==> src/hw/spc_map.vh <==
// spc_map.vh: register map, field positions, reset values and timing counts
// for the start-up profile and protection configuration block.
// assumes a 40 MHz core clock and 8-bit register addresses from the serial engine.
//
// Functional notes
// - range bit picks fast or slow tables
// - fast second-order codes 57 down to 0
// - slow second-order codes 0.22 down to 0
// - fast first-order codes 76 down to 0.3
// - slow first-order codes 4.8 down to 0.019
// - low threshold range is n times 0.8 Hz
// - high threshold range 12.8(n-16)+11.9 Hz
// - align hold 5.3 s halving to 0.04 s
// - protection register 0x94, zero reset, field layout
// - thermal cap off, 1, 1.6, 2 A
// - six lock detector enable bits
// - soft limit off or n times 0.2 A
// - hard limit two ranges by select bit
`ifndef SPC_MAP_VH
`define SPC_MAP_VH

`define SPC_ADDR_STARTUP 8'h93
`define SPC_ADDR_PROTECT 8'h94

`define SPC_STARTUP_RST 16'h0000
`define SPC_PROTECT_RST 16'h0000
`define SPC_STARTUP_WMASK 16'h7fff

`define SPC_F_RESERVED 15
`define SPC_F_RANGE 14
`define SPC_F_ACC2_MSB 13
`define SPC_F_ACC2_LSB 11
`define SPC_F_ACC1_MSB 10
`define SPC_F_ACC1_LSB 8
`define SPC_F_THR_MSB 7
`define SPC_F_THR_LSB 3
`define SPC_F_ALIGN_MSB 2
`define SPC_F_ALIGN_LSB 0

`define SPC_F_TCAP_MSB 15
`define SPC_F_TCAP_LSB 14
`define SPC_F_LOCK_MSB 13
`define SPC_F_LOCK_LSB 8
`define SPC_F_SOFT_MSB 7
`define SPC_F_SOFT_LSB 4
`define SPC_F_HARD_MSB 3
`define SPC_F_HARD_LSB 1
`define SPC_F_HSEL 0

`define SPC_CLK_HZ 40000000
`define SPC_TICK_US 1000
`define SPC_TICK_CYCLES ((`SPC_CLK_HZ / 1000000) * `SPC_TICK_US)

// frequency accumulator unit is 1e-10 Hz
`define SPC_ACC1_SCALE 48'd10000
`define SPC_THR_SCALE 48'd1000000000

`endif

==> src/hw/spc_decode.v <==
// spc_decode.v: turns the two configuration words into physical quantities.
// assumes static inputs from registers; purely combinational, caller registers.
`timescale 1ns/1ps
`default_nettype none
`include "spc_map.vh"

module spc_decode (
  // configuration words
  input wire [15:0] startup_cfg_i,
  input wire [15:0] protect_cfg_i,
  // start-up profile, units 1e-4 Hz/s2, mHz/s, 0.1 Hz, ms
  output reg [19:0] accel2_o,
  output reg [16:0] accel1_o,
  output reg [11:0] threshold_o,
  output reg [12:0] align_ms_o,
  // protection limits in mA
  output reg [11:0] thermal_cap_ma_o,
  output reg [11:0] soft_limit_ma_o,
  output reg [11:0] hard_limit_ma_o
);

  wire range_slow = startup_cfg_i[`SPC_F_RANGE];
  wire [2:0] acc2_code = startup_cfg_i[`SPC_F_ACC2_MSB:`SPC_F_ACC2_LSB];
  wire [2:0] acc1_code = startup_cfg_i[`SPC_F_ACC1_MSB:`SPC_F_ACC1_LSB];
  wire [4:0] thr_code = startup_cfg_i[`SPC_F_THR_MSB:`SPC_F_THR_LSB];
  wire [2:0] align_code = startup_cfg_i[`SPC_F_ALIGN_MSB:`SPC_F_ALIGN_LSB];
  wire [1:0] tcap_code = protect_cfg_i[`SPC_F_TCAP_MSB:`SPC_F_TCAP_LSB];
  wire [3:0] soft_code = protect_cfg_i[`SPC_F_SOFT_MSB:`SPC_F_SOFT_LSB];
  wire [2:0] hard_code = protect_cfg_i[`SPC_F_HARD_MSB:`SPC_F_HARD_LSB];
  wire hard_sel = protect_cfg_i[`SPC_F_HSEL];

  always @* begin
    case ({range_slow, acc2_code})
      4'h0: accel2_o = 20'd570000;
      4'h1: accel2_o = 20'd290000;
      4'h2: accel2_o = 20'd140000;
      4'h3: accel2_o = 20'd69000;
      4'h4: accel2_o = 20'd33000;
      4'h5: accel2_o = 20'd16000;
      4'h6: accel2_o = 20'd6600;
      4'h8: accel2_o = 20'd2200;
      4'h9: accel2_o = 20'd1100;
      4'ha: accel2_o = 20'd550;
      4'hb: accel2_o = 20'd270;
      4'hc: accel2_o = 20'd130;
      4'hd: accel2_o = 20'd63;
      4'he: accel2_o = 20'd26;
      default: accel2_o = 20'd0; // code 111 in either range
    endcase
  end

  always @* begin
    case ({range_slow, acc1_code})
      4'h0: accel1_o = 17'd76000;
      4'h1: accel1_o = 17'd38000;
      4'h2: accel1_o = 17'd19000;
      4'h3: accel1_o = 17'd9200;
      4'h4: accel1_o = 17'd4500;
      4'h5: accel1_o = 17'd2100;
      4'h6: accel1_o = 17'd900;
      4'h7: accel1_o = 17'd300;
      4'h8: accel1_o = 17'd4800;
      4'h9: accel1_o = 17'd2400;
      4'ha: accel1_o = 17'd1200;
      4'hb: accel1_o = 17'd580;
      4'hc: accel1_o = 17'd290;
      4'hd: accel1_o = 17'd130;
      4'he: accel1_o = 17'd60;
      default: accel1_o = 17'd19;
    endcase
  end

  always @* begin
    if (!thr_code[4]) begin
      threshold_o = {5'd0, thr_code[3:0], 3'd0};
    end else begin
      threshold_o = {1'b0, thr_code[3:0], 7'd0} + 12'd119;
    end
  end

  always @* begin
    case (align_code)
      3'd0: align_ms_o = 13'd5300;
      3'd1: align_ms_o = 13'd2700;
      3'd2: align_ms_o = 13'd1300;
      3'd3: align_ms_o = 13'd670;
      3'd4: align_ms_o = 13'd330;
      3'd5: align_ms_o = 13'd160;
      3'd6: align_ms_o = 13'd80;
      default: align_ms_o = 13'd40;
    endcase
  end

  always @* begin
    case (tcap_code)
      2'd1: thermal_cap_ma_o = 12'd1000;
      2'd2: thermal_cap_ma_o = 12'd1600;
      2'd3: thermal_cap_ma_o = 12'd2000;
      default: thermal_cap_ma_o = 12'd0;
    endcase
    soft_limit_ma_o = {1'b0, soft_code, 3'd0} * 12'd25;
    if (hard_sel) begin
      hard_limit_ma_o = ({9'd0, hard_code} + 12'd1) * 12'd400;
    end else begin
      case (hard_code[1:0])
        2'd0: hard_limit_ma_o = 12'd2500;
        2'd1: hard_limit_ma_o = 12'd1900;
        2'd2: hard_limit_ma_o = 12'd1500;
        default: hard_limit_ma_o = 12'd900;
      endcase
    end
  end

endmodule // spc_decode
`default_nettype wire

==> src/hw/spc_cfg.v <==
// spc_cfg.v: start-up profile and protection configuration registers with
// decoded outputs and the open-loop start-up sequencer.
// assumes the serial register engine presents single-cycle read/write strobes
// synchronous to core_clk_i.
`timescale 1ns/1ps
`default_nettype none
`include "spc_map.vh"

module spc_cfg #(
  parameter TICK_CYCLES = `SPC_TICK_CYCLES
) (
  // clock and reset
  input wire core_clk_i,
  input wire rst_i,
  // register access from the serial engine
  input wire [7:0] reg_addr_i,
  input wire reg_wr_i,
  input wire reg_rd_i,
  input wire [15:0] reg_wdata_i,
  output reg [15:0] reg_rdata_o,
  // start-up control
  input wire run_i,
  output reg [1:0] phase_o,
  output reg closed_loop_o,
  output reg [47:0] ol_freq_o,
  // decoded start-up profile
  output reg [19:0] accel2_o,
  output reg [16:0] accel1_o,
  output reg [11:0] threshold_o,
  output reg [12:0] align_ms_o,
  // decoded protection settings
  output reg [11:0] thermal_cap_ma_o,
  output reg [5:0] lock_en_o,
  output reg [11:0] soft_limit_ma_o,
  output reg [11:0] hard_limit_ma_o
);

  localparam ST_IDLE = 2'd0;
  localparam ST_ALIGN = 2'd1;
  localparam ST_RAMP = 2'd2;
  localparam ST_CLOSED = 2'd3;

  reg [15:0] startup_profile_config;
  reg [15:0] protection_limit_config;

  wire [19:0] dec_accel2;
  wire [16:0] dec_accel1;
  wire [11:0] dec_threshold;
  wire [12:0] dec_align_ms;
  wire [11:0] dec_tcap;
  wire [11:0] dec_soft;
  wire [11:0] dec_hard;

  // register file
  always @(posedge core_clk_i) begin
    if (rst_i) begin
      startup_profile_config <= `SPC_STARTUP_RST;
      protection_limit_config <= `SPC_PROTECT_RST;
    end else if (reg_wr_i) begin
      if (reg_addr_i == `SPC_ADDR_STARTUP) begin
        // reserved top bit never stored
        startup_profile_config <= reg_wdata_i & `SPC_STARTUP_WMASK;
      end
      if (reg_addr_i == `SPC_ADDR_PROTECT) begin
        protection_limit_config <= reg_wdata_i;
      end
    end
  end

  // read data registered one cycle after the strobe; unmapped reads zero
  always @(posedge core_clk_i) begin
    if (rst_i) begin
      reg_rdata_o <= 16'h0000;
    end else if (reg_rd_i) begin
      case (reg_addr_i)
        `SPC_ADDR_STARTUP: reg_rdata_o <= startup_profile_config & `SPC_STARTUP_WMASK;
        `SPC_ADDR_PROTECT: reg_rdata_o <= protection_limit_config;
        default: reg_rdata_o <= 16'h0000;
      endcase
    end
  end

  spc_decode spc_decode_i (
    .startup_cfg_i(startup_profile_config),
    .protect_cfg_i(protection_limit_config),
    .accel2_o(dec_accel2),
    .accel1_o(dec_accel1),
    .threshold_o(dec_threshold),
    .align_ms_o(dec_align_ms),
    .thermal_cap_ma_o(dec_tcap),
    .soft_limit_ma_o(dec_soft),
    .hard_limit_ma_o(dec_hard)
  );

  // decoded values registered so every output leaves a flop
  always @(posedge core_clk_i) begin
    if (rst_i) begin
      accel2_o <= 20'd0;
      accel1_o <= 17'd0;
      threshold_o <= 12'd0;
      align_ms_o <= 13'd0;
      thermal_cap_ma_o <= 12'd0;
      lock_en_o <= 6'd0;
      soft_limit_ma_o <= 12'd0;
      hard_limit_ma_o <= 12'd0;
    end else begin
      accel2_o <= dec_accel2;
      accel1_o <= dec_accel1;
      threshold_o <= dec_threshold;
      align_ms_o <= dec_align_ms;
      thermal_cap_ma_o <= dec_tcap;
      lock_en_o <= protection_limit_config[`SPC_F_LOCK_MSB:`SPC_F_LOCK_LSB];
      soft_limit_ma_o <= dec_soft;
      hard_limit_ma_o <= dec_hard;
    end
  end

  // millisecond tick; long count kept as a parameter so simulation can shrink it
  reg [31:0] tick_cnt;
  reg tick;

  always @(posedge core_clk_i) begin
    if (rst_i || phase_o == ST_IDLE) begin
      tick_cnt <= 32'd0;
      tick <= 1'b0;
    end else if (tick_cnt == TICK_CYCLES - 1) begin
      tick_cnt <= 32'd0;
      tick <= 1'b1;
    end else begin
      tick_cnt <= tick_cnt + 32'd1;
      tick <= 1'b0;
    end
  end

  // start-up sequencer
  reg [12:0] ms_cnt;
  reg [39:0] rate_acc;
  wire [47:0] thr_scaled = {36'd0, threshold_o} * `SPC_THR_SCALE;
  wire [47:0] acc1_scaled = {31'd0, accel1_o} * `SPC_ACC1_SCALE;
  wire [47:0] next_freq = ol_freq_o + acc1_scaled + {8'd0, rate_acc};
  // zero threshold code means no handover speed: go closed right after align
  wire no_thr = (threshold_o == 12'd0);

  always @(posedge core_clk_i) begin
    if (rst_i) begin
      phase_o <= ST_IDLE;
      closed_loop_o <= 1'b0;
      ol_freq_o <= 48'd0;
      ms_cnt <= 13'd0;
      rate_acc <= 40'd0;
    end else if (!run_i) begin
      phase_o <= ST_IDLE;
      closed_loop_o <= 1'b0;
      ol_freq_o <= 48'd0;
      ms_cnt <= 13'd0;
      rate_acc <= 40'd0;
    end else begin
      case (phase_o)
        ST_IDLE: begin
          phase_o <= ST_ALIGN;
          ms_cnt <= 13'd0;
        end
        ST_ALIGN: begin
          if (tick) begin
            if (ms_cnt + 13'd1 >= align_ms_o) begin
              ms_cnt <= 13'd0;
              if (no_thr) begin
                phase_o <= ST_CLOSED;
                closed_loop_o <= 1'b1;
              end else begin
                phase_o <= ST_RAMP;
              end
            end else begin
              ms_cnt <= ms_cnt + 13'd1;
            end
          end
        end
        ST_RAMP: begin
          if (tick) begin
            // second-order term grows the slope every tick
            rate_acc <= rate_acc + {20'd0, accel2_o};
            ol_freq_o <= next_freq;
            if (next_freq >= thr_scaled) begin
              phase_o <= ST_CLOSED;
              closed_loop_o <= 1'b1;
            end
          end
        end
        ST_CLOSED: begin
          closed_loop_o <= 1'b1;
        end
        default: begin
          phase_o <= ST_IDLE;
          closed_loop_o <= 1'b0;
        end
      endcase
    end
  end

endmodule // spc_cfg
`default_nettype wire

==> config.mk <==
export PLATFORM = sky130hd
export DESIGN_NAME = spc_cfg
export DESIGN_NICKNAME = d
export VERILOG_FILES = /design/src/hw/spc_decode.v /design/src/hw/spc_cfg.v
export VERILOG_INCLUDE_DIRS = /design/src /design/src/hw
export SDC_FILE = /design/constraint.sdc
export NUM_CORES = 1
export LEC_CHECK = 0
export BUFFER_PORTS_ARGS = -buffer_cell sky130_fd_sc_hd__buf_4
export CORE_MARGIN = 2
export CORE_UTILIZATION = 42
export DETAILED_ROUTE_END_ITERATION = 16
export GPL_ROUTABILITY_DRIVEN = 0
export GPL_TIMING_DRIVEN = 0
export PLACE_DENSITY_LB_ADDON = 0.2
export SETUP_SLACK_MARGIN = 0.2
export SLEW_MARGIN = 20
export SYNTH_ARGS = -nofsm -noshare
export SYNTH_HDL_FRONTEND = slang
export SYNTH_SLANG_ARGS = --single-unit
==> constraint.sdc <==
create_clock -name core_clk_i -period 12.4 [get_ports core_clk_i]
set_input_delay 1.86 -clock core_clk_i [delete_from_list [all_inputs] [get_ports core_clk_i]]
set_output_delay 1.86 -clock core_clk_i [all_outputs]
set_load 0.03 [all_outputs]
==> results.yml <==
outcome:
  status: "complete, no violations"
cts:
  post_cts_resized: 0
  numCtsBuffers: 34
  clock-root-buffer: "clkbuf_16"
  cts_sinks: 271
  htree_levels: 2
  clockBufferDepth: 3
  ctsHoldBuffers: 0
  insertion_delay_ps: 560
  cts_tree: "done"
  clkTransAtPathRegs_ps: 60
  post_cts_buffers: 0
routing:
  wl_per_cell_um: 18.0
  first_pass_iters: 6
  vias_per_cell: 5.29
  first_iter_violations: 1103
  drc: 0
  finalWirelength_um: 64700
  ant_nets: 0
  vias: 19000
global_route:
  busiest_layer: "met2"
  antenna_found_initial: 0
  met3_usage_pct: 3.94
  grt_pass1_wl_um: 103000
  overflow: 0
  grt_start_max_net_pins: 23
  met1_usage_pct: 30.1
  grt_use_met2_pct: 39.8
  first_global_vias: 18800
  grtUsageTotal_pct: 23.2
logic_synthesis:
  netlist_area_mm2: 0.0224
  synth_edf_count: 0
  synth-async-reset-ratio_pct: 0
  yosys_warnings: 0
  yosysUniqueCellTypes: 71
  synth-seq-cells: 271
  yosysTopAreaCell: "dfxtp_1"
  synth_cells: 2639
  synth_top_area_share_pct: 24.2
  synth_top_flop_cell: "dfxtp_1"
  ys_top_cells_by_area: "dfxtp_1 24%, ha_1 19%, fa_1 12%"
  yosysSeqAreaShare_pct: 24.2
  synth_area_per_cell_um2: 8.48
floorplan:
  dieArea_mm2: 0.0551
  std_cell_rows: 84
  core_mm2: 0.0527
  io_pins: 200
  die-height_um: 235
  die-width_um: 235
  start_util_pct: 42.5
worst_setup_path:
  slowest_delay_ps: 560
  crit_start: "accel1_o[3]"
  ff2ff_setup_slack_ps: 1040
  reg2reg_depth: 42
  critPathSlowestCell: "fa_1"
  worstReg2RegStart: "accel1_o[3]"
  crit_path_end_kind: "flop"
  crit_fanout: 7
  r2r_end: "phase_o[0]"
  startpoint_type: "flop"
  crit_type: "reg -> reg"
  endpoint: "phase_o[0]"
  arrival_ps: 11760
  critPathMostFrequentCell: "ha_1"
  worst_ep_required_time_ps: 12800
power:
  netSwitchingPower_w: 0.000637
  p_sw_share_pct: 27.6
  clock_power_share_pct: 47.5
  p_int_w: 0.00167
  p_per_area_mw_per_mm2: 88.9
  p_leak_nw: 12.5
  pwr-share-comb_pct: 14.0
  pwr-share-seq_pct: 38.5
  peakVddDrop_uv: 90.6
sta:
  setup_violations: 0
  timing.hold.ws_ps: 463
  worstMarginPinSlew_ps: 910
  post-route-min-period_ps: 11360
  finalHoldViolations: 0
  period_share_pct: 91.6
  slew_violations: 0
  finClkSkew_ps: 22.7
  tns_ps: 0
  clock.fmax_ghz: 0.0881
  max_slew_margin_pct: 39.3
  rsz0062_at_grt: "false"
placed_design:
  placed_cell_area_mm2: 0.0247
  port_buffers: 188
  dp_hpwl_um: 53200
run:
  maxCapViolations: 0
layout:
  insertedDiodeCount: 0
  area_delta_synth_final_pct: 15.9
  final_util_pct: 49.2
  final_common_cell: "ha_1"
  post_route_cells_drive_above_1_share_pct: 10.7
  layout.nets: 3369
  layout_common_cells: "335 x ha_1, 300 x inv_1, 270 x dfxtp_1"
  stdcell_area_mm2: 0.0259
worst_hold_path:
  hp-class: "reg -> reg"
[registers in the layout, indices dropped and copies added (netlist names), 10 cells and up]
register	cells
ms_cnt	13
accel1_o	17
tick_cnt	32
align_ms_o	12
accel2_o	19
hard_limit_ma_o	10
reg_rdata_o	16
rate_acc	40
startup_profile_config	15
ol_freq_o	48
protection_limit_config	16
[critical path: cells and delay by family, from the launching register on]
kind / cells / cell delay, ps
xor gates and xnor gates: 2 / 390
buffers and inverters: 4 / 330
AOI/OAI and AO/OA: 14 / 3600
and+or+nand+nor: 13 / 2940
DFF: 1 / 540
adders and majority gates: 9 / 3390
[worst min-delay path by stage]
stage               slack (ps)          end  depth (start not counted)         from
floorplan                  430  tick_cnt[0]                          1  tick_cnt[0]
global placement           440  tick_cnt[0]                          1  tick_cnt[0]
detailed placement         450  tick_cnt[0]                          1  tick_cnt[0]
CTS                        460  tick_cnt[0]                          1  tick_cnt[0]
global route               490  tick_cnt[0]                          1  tick_cnt[0]
finish                     460  tick_cnt[0]                          1  tick_cnt[0]
[layer usage]
metal  up-vias  wire length [um]
met3        82              3780
met5         -                 0
met4         0              1480
met2       472             31000
li1       9346                 -
met1      9103             28500
[power groups by stage]
stage	logic, W	registers [W]	clock network, W
after floorplan	0.000212	0.000918	0
after global placement	0.000312	0.000908	0
final	0.000322	0.000889	0.00109
after CTS	0.000322	0.000888	0.00111
after global routing	0.000361	0.000889	0.00115
after detailed placement	0.000320	0.000907	0
[synth_stat cells (all sizes together) (42+ instances only)]
master  instances
ha            335
inv           300
dfxtp         271
nand2         255
a21oi         231
nor2          214
fa            130
xnor2         105
clkbuf         79
o21ai          77
xor2           71
nand3          53
a21o           43
nor2b          42
[layout make-up]
class                      instances  area [um2]
buffer                           109         487
tap                              688         861
sequential                       271        5430
inverter                         300        1130
timing repair buffer             189        1420
clock buffer                      44         948
multi-input combinational       1970       15400
clock inverter                    18         274
fill                            5042       26700
[stage by stage]
| step | total power, W | cells | worst slack [ps] |
|---|---|---|---|
| floorplan | 0.00113 | 2650 | 2260 |
| global placement | 0.00122 | 3526 | 1250 |
| detailed placement | 0.00123 | 3527 | 1180 |
| CTS | 0.00232 | 3589 | 1110 |
| global route | 0.00240 | 3589 | 279 |
| finish | 0.00231 | 3589 | 1040 |
[cell families (layout without fill, tap and decap cells)]
group	count (synthesis)	after routing	share of synthesized area, %
XOR/XNOR	176	176	6.89
buffers and inverters	409	660	7.21
flip-flops	271	271	24.2
adder cells (fa/ha/maj)	465	465	30.4
AND/OR/NAND/NOR	802	802	17.1
other	1	12	0.0168
AO/OA/AOI/OAI	506	506	13.8
multiplexers	9	9	0.414
Power figures use the tool's default switching activity.
